File: src/verilog/bank_pkg.sv
// Constants for the set/clear/toggle register bank.
// Assumes byte-wide registers on a small single-clock access port.
package bank_pkg;
	// ------------------------------------------------------------------
	// Register offsets
	// ------------------------------------------------------------------
	localparam logic [2:0] OFS_CTRL = 3'h0;
	localparam logic [2:0] OFS_STATUS = 3'h1;
	localparam logic [2:0] OFS_CMD = 3'h2;
	localparam logic [2:0] OFS_DBGCTRL = 3'h3;
	localparam logic [2:0] OFS_DATA = 3'h4;
	localparam logic [2:0] OFS_DATA_SET = 3'h5;
	localparam logic [2:0] OFS_DATA_CLEAR = 3'h6;
	localparam logic [2:0] OFS_DATA_TOGGLE = 3'h7;

	// ------------------------------------------------------------------
	// Field layout and reset values
	// ------------------------------------------------------------------
	localparam int DATA_W = 8;
	localparam logic [7:0] CTRL_MASK = 8'h0F;
	localparam logic [7:0] CTRL_RST = 8'h00;
	localparam logic [7:0] DBG_RST = 8'h00;
	localparam logic [7:0] DATA_RST = 8'h00;
	localparam logic [7:0] WO_READ = 8'h00;
endpackage

File: src/verilog/alias_if.sv
// Carrier between the bank decoder and one aliased storage register.
// Assumes at most one write strobe is high in any cycle.
interface alias_if #(parameter int W = 8);
	logic wr_base;
	logic wr_set;
	logic wr_clear;
	logic wr_toggle;
	logic [W-1:0] wdata;
	logic [W-1:0] value;

	modport ctl (output wr_base, wr_set, wr_clear, wr_toggle, wdata,
		input value);
	modport store (input wr_base, wr_set, wr_clear, wr_toggle, wdata,
		output value);
endinterface

File: src/verilog/alias_reg.sv
// One storage register reachable through base, set, clear and toggle.
// Assumes the decoder raises at most one strobe per cycle.
module alias_reg #(
	parameter int W = 8,
	parameter logic [W-1:0] RST_VAL = '0
) (
	input wire logic mclk,
	input wire logic rst,
	input wire logic soft_rst,
	alias_if.store bus
);
	logic [W-1:0] value;
	logic [W-1:0] next_value;

	assign bus.value = value;

	// ------------------------------------------------------------------
	// Next value: only bits written as one move on an alias
	// ------------------------------------------------------------------
	always_comb
	begin
		next_value = value;
		if (soft_rst)
			next_value = RST_VAL;
		else if (bus.wr_base)
			next_value = bus.wdata;
		else if (bus.wr_set)
			next_value = value | bus.wdata;
		else if (bus.wr_clear)
			next_value = value & ~bus.wdata;
		else if (bus.wr_toggle)
			next_value = value ^ bus.wdata;
	end

	// Storage
	always_ff @(posedge mclk or posedge rst)
	begin
		if (rst)
			value <= RST_VAL;
		else
			value <= next_value;
	end
endmodule

File: src/verilog/reg_bank.sv
// Byte-wide register bank with read/write, read-only, write-only,
// debug and set/clear/toggle aliased registers.
// Assumes a single clock; status_in comes from pins, all else from mclk.
//
// Summary of operation
// - A read/write bit reads back what was last written to it.
// - A read-only bit reads its live value and ignores writes.
// - A write-only bit takes writes and reads as WO_READ, which is zero.
// - Reserved bit positions always read as zero.
// - Power-on reset loads reset values; soft reset does too, except debug control and cmd_value.
// - Base and alias registers read back the same value.
// - A one written to the clear alias clears that stored bit.
// - A one written to the set alias sets that stored bit.
// - A one written to the toggle alias inverts that stored bit.
module reg_bank (
	input wire logic mclk,
	input wire logic rst,
	input wire logic soft_rst,
	input wire logic wr_en,
	input wire logic rd_en,
	input wire logic [2:0] addr,
	input wire logic [7:0] wdata,
	input wire logic [7:0] status_in,
	output logic [7:0] rdata,
	output logic rd_valid,
	output logic [7:0] ctrl_out,
	output logic [7:0] data_out,
	output logic [7:0] dbg_out,
	output logic cmd_pulse,
	output logic [7:0] cmd_value
);
	logic [7:0] ctrl;
	logic [7:0] next_ctrl;
	logic [7:0] dbg;
	logic [7:0] next_dbg;
	logic [7:0] status_meta;
	logic [7:0] status_sync;
	logic [7:0] next_rdata;
	logic next_rd_valid;
	logic next_cmd_pulse;
	logic [7:0] next_cmd_value;
	logic [7:0] next_data_out;

	alias_if #(.W(bank_pkg::DATA_W)) data_bus ();

	// ------------------------------------------------------------------
	// Aliased data register
	// ------------------------------------------------------------------
	// Strobes are exclusive since one address is decoded per cycle
	assign data_bus.wr_base = wr_en && addr == bank_pkg::OFS_DATA;
	assign data_bus.wr_set = wr_en && addr == bank_pkg::OFS_DATA_SET;
	assign data_bus.wr_clear = wr_en && addr == bank_pkg::OFS_DATA_CLEAR;
	assign data_bus.wr_toggle = wr_en && addr == bank_pkg::OFS_DATA_TOGGLE;
	assign data_bus.wdata = wdata;

	alias_reg #(
		.W(bank_pkg::DATA_W),
		.RST_VAL(bank_pkg::DATA_RST)
	) data_store (
		.mclk(mclk),
		.rst(rst),
		.soft_rst(soft_rst),
		.bus(data_bus)
	);

	// ------------------------------------------------------------------
	// Status pin synchroniser
	// ------------------------------------------------------------------
	// Pins are asynchronous; only status_sync is ever decoded
	always_ff @(posedge mclk or posedge rst)
	begin
		if (rst)
		begin
			status_meta <= 8'h00;
			status_sync <= 8'h00;
		end
		else
		begin
			status_meta <= status_in;
			status_sync <= status_meta;
		end
	end

	// ------------------------------------------------------------------
	// Control, debug and command next values
	// ------------------------------------------------------------------
	always_comb
	begin
		next_ctrl = ctrl;
		next_dbg = dbg;
		next_cmd_pulse = 1'b0;
		next_cmd_value = cmd_value;
		// Soft reset spares the debug register so a debugger keeps hold
		if (soft_rst)
			next_ctrl = bank_pkg::CTRL_RST;
		else if (wr_en && addr == bank_pkg::OFS_CTRL)
			next_ctrl = wdata & bank_pkg::CTRL_MASK;
		if (wr_en && addr == bank_pkg::OFS_DBGCTRL)
			next_dbg = wdata;
		if (wr_en && addr == bank_pkg::OFS_CMD && !soft_rst)
		begin
			next_cmd_pulse = 1'b1;
			next_cmd_value = wdata;
		end
		next_data_out = data_bus.value;
	end

	// ------------------------------------------------------------------
	// Read mux
	// ------------------------------------------------------------------
	always_comb
	begin
		next_rd_valid = rd_en;
		next_rdata = 8'h00;
		if (rd_en)
		begin
			unique case (addr)
				bank_pkg::OFS_CTRL:
					next_rdata = ctrl & bank_pkg::CTRL_MASK;
				bank_pkg::OFS_STATUS:
					next_rdata = status_sync;
				bank_pkg::OFS_CMD:
					next_rdata = bank_pkg::WO_READ;
				bank_pkg::OFS_DBGCTRL:
					next_rdata = dbg;
				bank_pkg::OFS_DATA, bank_pkg::OFS_DATA_SET,
				bank_pkg::OFS_DATA_CLEAR, bank_pkg::OFS_DATA_TOGGLE:
					next_rdata = data_bus.value;
			endcase
		end
	end

	// Register all state and outputs
	always_ff @(posedge mclk or posedge rst)
	begin
		if (rst)
		begin
			ctrl <= bank_pkg::CTRL_RST;
			dbg <= bank_pkg::DBG_RST;
			rdata <= 8'h00;
			rd_valid <= 1'b0;
			cmd_pulse <= 1'b0;
			cmd_value <= 8'h00;
			data_out <= bank_pkg::DATA_RST;
		end
		else
		begin
			ctrl <= next_ctrl;
			dbg <= next_dbg;
			rdata <= next_rdata;
			rd_valid <= next_rd_valid;
			cmd_pulse <= next_cmd_pulse;
			cmd_value <= next_cmd_value;
			data_out <= next_data_out;
		end
	end

	// Outputs mirror flops; one cycle behind the store for data
	assign ctrl_out = ctrl;
	assign dbg_out = dbg;
endmodule

File: config.mk
export PLATFORM = sky130hd
export DESIGN_NAME = reg_bank
export DESIGN_NICKNAME = d
export VERILOG_FILES = /design/src/verilog/bank_pkg.sv /design/src/verilog/alias_if.sv /design/src/verilog/alias_reg.sv /design/src/verilog/reg_bank.sv
export SDC_FILE = /design/constraint.sdc
export NUM_CORES = 1
export LEC_CHECK = 0
export BUFFER_PORTS_ARGS = -buffer_cell sky130_fd_sc_hd__buf_2
export CORE_ASPECT_RATIO = 1.4
export CORE_MARGIN = 2
export CORE_UTILIZATION = 59
export CTS_BUF_LIST = sky130_fd_sc_hd__clkbuf_4
export CTS_CLUSTER_SIZE = 10
export DETAILED_ROUTE_END_ITERATION = 7
export GPL_ROUTABILITY_DRIVEN = 0
export GPL_TIMING_DRIVEN = 0
export PLACE_DENSITY = 0.87
export SLEW_MARGIN = 20
export SYNTH_ARGS = -nofsm -noshare
export SYNTH_HDL_FRONTEND = slang
export SYNTH_SLANG_ARGS = --single-unit
File: constraint.sdc
create_clock -name mclk -period 4.1 [get_ports mclk]
set_input_delay 0.82 -clock mclk [delete_from_list [all_inputs] [get_ports mclk]]
set_output_delay 0.82 -clock mclk [all_outputs]
set_load 0.01 [all_outputs]
* Word level (Yosys, flattened, before mapping)
Cells that the tools add are included.
Storage, ports and cells: input bits 24, logic and storage cells 44, flip-flop bits (word level) 66, output and inout port bits 42
Cells by class: bitwise gates (word level) 4, reduce and logical (&&, ||, !) cells 13, equal/unequal tests 7, mux-type cells 10
Operator list (number):
- 2-to-1 mux 8 bit | 8
- one-hot mux 8 bit (5 select lines) | 1
- equality test 3 bit, second input constant | 4
- AND 8 bit | 1
- logical AND 1 bit | 8
- inverter 8 bit | 1
- bitwise OR 8 bit | 1
- XOR 8 bit | 1
- equality test 3 x 2 -> 1 bit, second input constant | 2
- nonzero test 5 bit | 1
- OR reduction 4 bit | 1
- equality test 3 x 1 -> 1 bit, second input constant | 1
- zero test 3 bit | 1
- nonzero test 2 bit | 1
- zero test 1 bit | 1
- 2-to-1 mux 1 bit | 1

* Longest topological paths before layout
Gate-level depths: netlist (run 1).
depth after elaboration 7, mapped depth 6, mapped depth without buffers 6

* Modules after synthesis
From an unflattened synthesis (run 1), not the netlist that was laid out.
Unflattened totals: cells, all modules 227, area, all modules 2876.5 sq um
Modules (own cells, without submodules):
- reg_bank | sequential area each 1351.3 sq um, cells each 137, times used 1, area each 1978.1 sq um
- alias_reg | sequential area each 200.2 sq um, cells each 90, times used 1, area each 898.4 sq um

* Worst setup path after synthesis (run 1)
Ideal clock, no wire load.
path kind input to register, start point input addr[0], end point register cmd_value[0], required time 3.978 ns, slack 2.343 ns, arrival 1.635 ns, cell stages on the path 6, library setup time 0.122 ns, path buffers 2, cell sequence buf_4 > nor4b_4 > nand2_2 > buf_6 > nand2_1 > o21ai_1
On the way: longest elaborated chain between the ends 3
Ends and longest elaborated chain:
- from (decl) | line reg_bank.sv:21 | input wire logic [2:0] addr,
- equality test 3 x 2 -> 1 bit | line reg_bank.sv:100 | if (wr_en && addr == bank_pkg::OFS_CMD && !soft_rst)
- logical AND 1 bit (2 in series) | line reg_bank.sv:100
- to (signal assigned) | line reg_bank.sv:153 | cmd_value <= next_cmd_value;
- to (decl) | line reg_bank.sv:30 | output logic [7:0] cmd_value
Every way passes these cells. A chain may end at the register's enable or synchronous reset.

* Final worst setup path (run 1)
start point register dbg[3] (netlist: dbg_out[3]), end point output dbg_out[3]
RTL lines:
- from (decl) | line reg_bank.sv:34 | logic [7:0] dbg;
- from (signal assigned) | line reg_bank.sv:139 | dbg <= bank_pkg::DBG_RST;
- from (signal assigned) | line reg_bank.sv:149 | dbg <= next_dbg;
- to (decl) | line reg_bank.sv:28 | output logic [7:0] dbg_out,
No word-level cell between the ends.

==> results of run 1 <==
[worst paths after layout]
kind / cells after the start / start / endpoint / slack [ns]
worst max-delay path: 1 / dbg_out[3] / dbg_out[3] / 2.31
worst min register to register: 0 / status_meta[1] / status_sync[1] / 0.36
max in group asynchronous: 3 / rst / dbg_out[5] / 3.25
worst min-delay path: 0 / status_meta[1] / status_sync[1] / 0.36
worst max register to register: 5 / data_store.bus.value[0] / data_store.bus.value[0] / 2.78
min in group asynchronous: 2 / rst / dbg_out[1] / 0.37
[cell families (layout without fill, tap and decap cells)]
kind of cell	Yosys count	count (layout)
compound gates	64	64
flops	62	62
buf+inv	35	111
other cells	1	4
mux	8	8
fa+ha+maj	16	16
simple gates	53	53
[layout make-up]
type / instances / area, µm²
Sequential cell: 62 / 1550
Fill cell: 368 / 1240
Multi-Input combinational cell: 145 / 1010
Timing Repair Buffer: 60 / 315
Buffer: 14 / 110
Clock buffer: 11 / 82.6
Inverter: 21 / 81.3
Tap cell: 62 / 77.6
Clock inverter: 5 / 26.3
[synthesized netlist by cell type]
| cell type | instances |
|---|---|
| dfrtp_1 | 62 |
| nand2_1 | 23 |
| inv_1 | 21 |
| ha_1 | 16 |
| nor2_1 | 13 |
| o21ai_0 | 13 |
| a221oi_1 | 10 |
| o21ai_1 | 8 |
| buf_4 | 7 |
| o221ai_1 | 7 |
| a21oi_1 | 6 |
| a31oi_1 | 6 |
| a21o_1 | 4 |
| a22o_1 | 4 |
| and2_1 | 4 |
| buf_6 | 4 |
| mux2_1 | 4 |
| mux2i_1 | 4 |
| o22ai_1 | 4 |
| clkbuf_1 | 2 |
| nand2_2 | 2 |
| nand2b_1 | 2 |
| nor3_1 | 2 |
| a22oi_2 | 1 |
| and2_4 | 1 |
| buf_2 | 1 |
| conb_1 | 1 |
| nand2_8 | 1 |
| nand3_1 | 1 |
| nand4_1 | 1 |
| nor2_2 | 1 |
| nor2b_1 | 1 |
| nor4b_4 | 1 |
| o41ai_2 | 1 |
[state kept, by name (all words and copies together) (netlist names)]
name,flops
cmd_pulse,1
cmd_value,8
ctrl_out,4
data_out,8
data_store.bus.value,8
dbg_out,8
rd_valid,1
rdata,8
status_meta,8
status_sync,8
[power breakdown]
part / switching (µW) / total (µW) / internal, µW
clock: 208 / 341 / 133
sequential: 31.0 / 696 / 665
combinational: 126 / 219 / 92.8
total: 365 / 1260 / 891
[layer usage]
layer	share of wire [%]	vias up	global-route usage, %	wire (µm)
met3	7.5	16	5.24	428
met4	2.9	0	12.0	167
met1	39	991	31.9	2200
met5	0	-	0	0
li1	-	979	-	-
met2	51	75	36.6	2900
[per-stage QoR]
stage	hold slack (ns)	cell area (µm²)	instances	setup slack, ns	utilization (%)
floorplan	0.331	2750	242	1.74	-
global placement	0.334	3130	363	1.09	69.5
detailed placement	0.336	3150	364	1.98	70.0
CTS	0.356	3260	380	2.29	72.4
global route	0.364	3260	380	2.27	72.4
finish	0.356	3260	380	2.31	72.4
==> results.md, run 1 <==
- Status: completed
- Worst hold-check path type: reg2reg
- Grt total ovfl: 0
- Die Height: 84.7 µm
- Slowest stage delay, CP: 0.42 ns
- Via Count: 2061
- Clk sink count: 62
- Synth unique cells: 34
- Initial DRC count: 88
- Worst path required time: 3.28 ns
- CP bufs+invs: 1
- Setup TNS: 0 ns
- Leakage power: 0.00170 µW
- Commonest non-fill, non-tap cell in the layout: dfrtp_1
- Post-synthesis mux area share: 3.10%
- Synthesized flop and latch total: 62
- Synth Area in XOR/XNOR: 0%
- Slew Viols, Final: 0
- Layout Nets: 353
- Largest net degree at the start of global routing: 39
- CTS Buffer Depth: 2
- Clk_skew: 0.00550 ns
- CP top delay family: flip-flops
- TritonCTS clock tree: yes
- CP arrival: 0.97 ns
- Share of cells above drive strength 1: 30.2%
- Complex-gate fraction of the synthesized area: 16.1%
- Clock slew at reported path FFs: 0.09 ns
- # IOs: 66
- Synthesized cell area: 2740 µm²
- CTS buffer count: 9
- Initial core utilization: 60.9%
- Maxcap violations: 0
- Synth Instances: 239
- CP endpoint kind: primary output
- Worst-path maximum fanout: 3
- DR WL/cell: 15.0 µm
- Worst slew margin: 65.9%
- DRC: 0
- Final hold violation count: 0
- Cell taking the most area after synthesis: dfrtp_1
- Final period utilization: 43.7%
- YS warnings: 0
- H-tree depth: 3
- Row count: 29
- CTS Root Cell: clkbuf_4
- Final setup fails: 0
- Fmax: 559 MHz
- Number of global-route vias before repair: 1937
- Initial antenna violation count: 0
- Post-DRT Antenna Nets: 0
- # diodes: 0
- First-pass GRT wire length: 9140 µm
- Adder-cell share of the synthesized area: 7.30%
- Most area-consuming cells after synthesis: dfrtp_1 57%, ha_1 7.3%, a221oi_1 3.2%, nand2_1 3.1%, inv_1 2.9%
- Power per cell area: 386 nW/µm²
- Post-synth top area share: 56.6%
- CTS resizes: 0
- Vias/cell: 5.42
- Routed WL: 5690 µm
- RSZ-0062 raised after global routing: false
- Startpoint Class: flop
- Core Footprint: 4500 µm²
- CTS Hold Bufs: 0
- Worst-Margin Slew: 0.512 ns
- Input/output buffers: 59
- Synth-to-layout area growth: 18.8%
- Main combinational cell family by area after synthesis: compound AO/OA/AOI/OAI gates
- Slowest CP cell: dfrtp_1
- Post-CTS Setup Inserts: 0
- Critical Setup Path Class: reg2out
- Post-Synth Simple-Gate Area: 9.90%
- Die Area: 5220 µm²
- Design Power: 1260 µW
- Drt first pass iters: 4
- Die Wd: 61.6 µm
- Mean Syn Cell Area: 11.5 µm²
- CP Cell Sequence: buf_2
- Clock insertion delay at the later pin of the skew report: 0.40 ns
- VDD IR max: 0.000309 V
- Most frequent cells in the layout: 62 x dfrtp_1, 60 x buf_2, 23 x nand2_1, 20 x inv_1, 16 x ha_1
- Shortest period the worst path allows: 1.79 ns
- GRT Util Overall: 24.1%
- Sequential share of the synthesized area: 56.6%
- HPWL after DPL: 4050 µm
Power figures use the tool's default switching activity.
==> run 2, diff against run 1 <==
--- a/config.mk
+++ b/config.mk
@@ -8,13 +8,13 @@
 export BUFFER_PORTS_ARGS = -buffer_cell sky130_fd_sc_hd__buf_2
 export CORE_ASPECT_RATIO = 1.4
 export CORE_MARGIN = 2
-export CORE_UTILIZATION = 59
+export CORE_UTILIZATION = 55
 export CTS_BUF_LIST = sky130_fd_sc_hd__clkbuf_4
 export CTS_CLUSTER_SIZE = 10
 export DETAILED_ROUTE_END_ITERATION = 7
 export GPL_ROUTABILITY_DRIVEN = 0
 export GPL_TIMING_DRIVEN = 0
-export PLACE_DENSITY = 0.87
+export PLACE_DENSITY = 0.82
 export SLEW_MARGIN = 20
 export SYNTH_ARGS = -nofsm -noshare
 export SYNTH_HDL_FRONTEND = slang
==> constraint.sdc (replaced) <==
create_clock -name mclk -period 1.7 [get_ports mclk]
set_input_delay 0.34 -clock mclk [delete_from_list [all_inputs] [get_ports mclk]]
set_output_delay 0.34 -clock mclk [all_outputs]
set_load 0.01 [all_outputs]
==> results.md, run 2 (same netlist as run 1, synthesis figures left out) <==
- # IOs: 66 (unchanged)
- Final setup margin: 0.307 ns (-2.00 ns)
- Synth-to-layout area growth: 18.8% (about the same)
- CP Cell Sequence: inv_1, ha_1, nor2_1, nor2_1, a31oi_1, a31oi_1
- Power per cell area: 927 nW/µm² (+140%)
- Layout Nets: 353 (unchanged)
- VDD IR max: 0.000522 V (+69%)
- Slowest CP cell: dfrtp_1
- Post-CTS Setup Inserts: 0 (unchanged)
- Worst path required time: 1.98 ns (-1.30 ns)
- CP arrival: 1.67 ns (+0.70 ns)
- Fill cell count: 366 (-0.54%)
- Final period utilization: 82.0%
- Die Height: 87.5 µm (+3.4%)
- Share of cells above drive strength 1: 29.6% (-0.63 points)
- Core Footprint: 4840 µm² (+7.6%)
- Multi-input gate area: 1010 µm² (unchanged)
- Routed WL: 6080 µm (+6.8%)
- Clk sink count: 62 (unchanged)
- Row count: 30 (+3.4%)
- Drt first pass iters: 5 (+1)
- # diodes: 0 (unchanged)
- Reg-to-reg critical path endpoint: data_store.bus.value[7]
- RSZ-0062 raised after global routing: false
- Maxcap violations: 0 (unchanged)
- Design Power: 3020 µW (+140%)
- Most frequent cells in the layout: 62 x dfrtp_1, 60 x buf_2, 23 x nand2_1, 20 x inv_1, 16 x ha_1
- DR WL/cell: 15.9 µm (+6.2%)
- Initial antenna violation count: 0 (unchanged)
- P_int: 2120 µW (+140%)
- Clock insertion delay at the later pin of the skew report: 0.40 ns (about the same)
- CTS resizes: 0 (unchanged)
- Vias/cell: 5.43 (+0.15%)
- CTS Hold Bufs: 0 (unchanged)
- CP endpoint kind: flop
- CP bufs+invs: 1 (unchanged)
- Clk_skew: 0.00799 ns (+0.00250 ns)
- Initial DRC count: 141 (+60%)
- Reg power frac: 55.8% (+0.4 points)
- Critical R2R Launch: data_store.bus.value[7]
- Net Sw Power: 892 µW (+140%)
- H-tree depth: 3 (unchanged)
- Slew Viols, Final: 0 (unchanged)
- Startpoint Class: flop
- Post-DRT Antenna Nets: 0 (unchanged)
- Clock slew at reported path FFs: 0.10 ns (about the same)
- Fmax: 718 MHz
- CP top delay family: flip-flops
- Initial core utilization: 56.6% (-4.3 points)
- Worst slew margin: 59.8% (-6.1 points)
- Status: completed
- CTS Buffer Depth: 2 (unchanged)
- Register Area: 1550 µm² (unchanged)
- Final hold violation count: 0 (unchanged)
- Reg-to-reg slack, setup: 0.31 ns (-2.47 ns)
- Final core utilization: 67.2% (-5.2 points)
- Switching share of power: 29.6% (+0.52 points)
- Shortest period the worst path allows: 1.39 ns
- Slowest stage delay, CP: 0.44 ns (+0.02 ns)
- TritonCTS clock tree: yes
- Combinational share of power: 17.5% (about the same)
- Clk pwr share: 26.7% (-0.5 points)
- Setup TNS: 0 ns (unchanged)
- GRT Util Overall: 23.1% (-0.94 points)
- Die Area: 5570 µm² (+6.9%)
- Largest net degree at the start of global routing: 37 (-5.1%)
- HPWL after DPL: 4390 µm (+8.3%)
- DRC: 0 (unchanged)
- Commonest non-fill, non-tap cell in the layout: dfrtp_1
- Leakage power: 0.00169 µW (-0.57%)
- Place WS: 0.116 ns (-1.87 ns)
- Grt total ovfl: 0 (unchanged)
- Worst Reg-to-Reg Cells: 6 (+1)
- Worst hold-check path type: in2async
- First-pass GRT wire length: 9500 µm (+4.0%)
- CTS Root Cell: clkbuf_4
- Final setup fails: 0 (unchanged)
- Worst-Margin Slew: 0.602 ns (+0.0906 ns)
- Worst-path maximum fanout: 5 (+2)
- CTS buffer count: 9 (unchanged)
- Critical Setup Path Class: reg2reg
- Input/output buffers: 59 (unchanged)
- Number of global-route vias before repair: 1950 (+0.67%)
- Via Count: 2075 (+0.68%)
- Die Wd: 63.7 µm (+3.3%)
- Hold slack: 0.000680 ns (-0.355 ns)
## run 2: area by class of cell
cell class	count	area share, %
clock inverters	6	0.884
inverters	21	2.54
repair buffers	60	9.68
flip-flops and latches	62	47.7
plain buffers	14	3.38
multi-input cells	145	31.1
well taps	64	2.46
clock buffers	10	2.31
## run 2: how the worst max path moves through the flow
| stage | startpoint | end | cells past startpoint |
|---|---|---|---|
| finish | data_store.bus.value[7] | data_store.bus.value[7] | 6 |
| global route | data_store.bus.value[7] | data_store.bus.value[7] | 6 |
| CTS | data_store.bus.value[7] | data_store.bus.value[7] | 6 |
| detailed placement | addr[2] | dbg_out[3] | 6 |
| global placement | addr[2] | dbg_out[2] | 6 |
| floorplan | addr[0] | cmd_value[0] | 6 |
## run 2: worst reg2reg max path, cell delays in order, from the launching register on
cell and delay, ns:
dfrtp_1 0.44, inv_1 0.10, ha_1 0.31, nor2_1 0.09, nor2_1 0.05, a31oi_1 0.18
a31oi_1 0.11
## run 2: per-stage QoR
step | cell area, µm² | instances
6_report | 3260 | 382
3_5_place_dp | 3150 | 366
4_1_cts | 3260 | 382
3_3_place_gp | 3130 | 365
2_1_floorplan | 2760 | 242
5_1_grt | 3260 | 382
## run 2: metal layers
layer | GRT usage, % | wire (µm) | vias up
li1 | - | - | 974
met1 | 26.9 | 2410 | 1020
met2 | 39.8 | 3230 | 69
met3 | 6.04 | 305 | 12
met4 | 11.3 | 132 | 0
met5 | 0 | 0 | -
## run 2: power groups by stage
stage | clock network, µW | logic (µW) | registers, µW
after floorplan | 0 | 272 | 1750
after detailed placement | 0 | 532 | 1710
after global placement | 0 | 509 | 1710
after CTS | 823 | 534 | 1680
after global routing | 905 | 587 | 1700
final | 806 | 529 | 1680
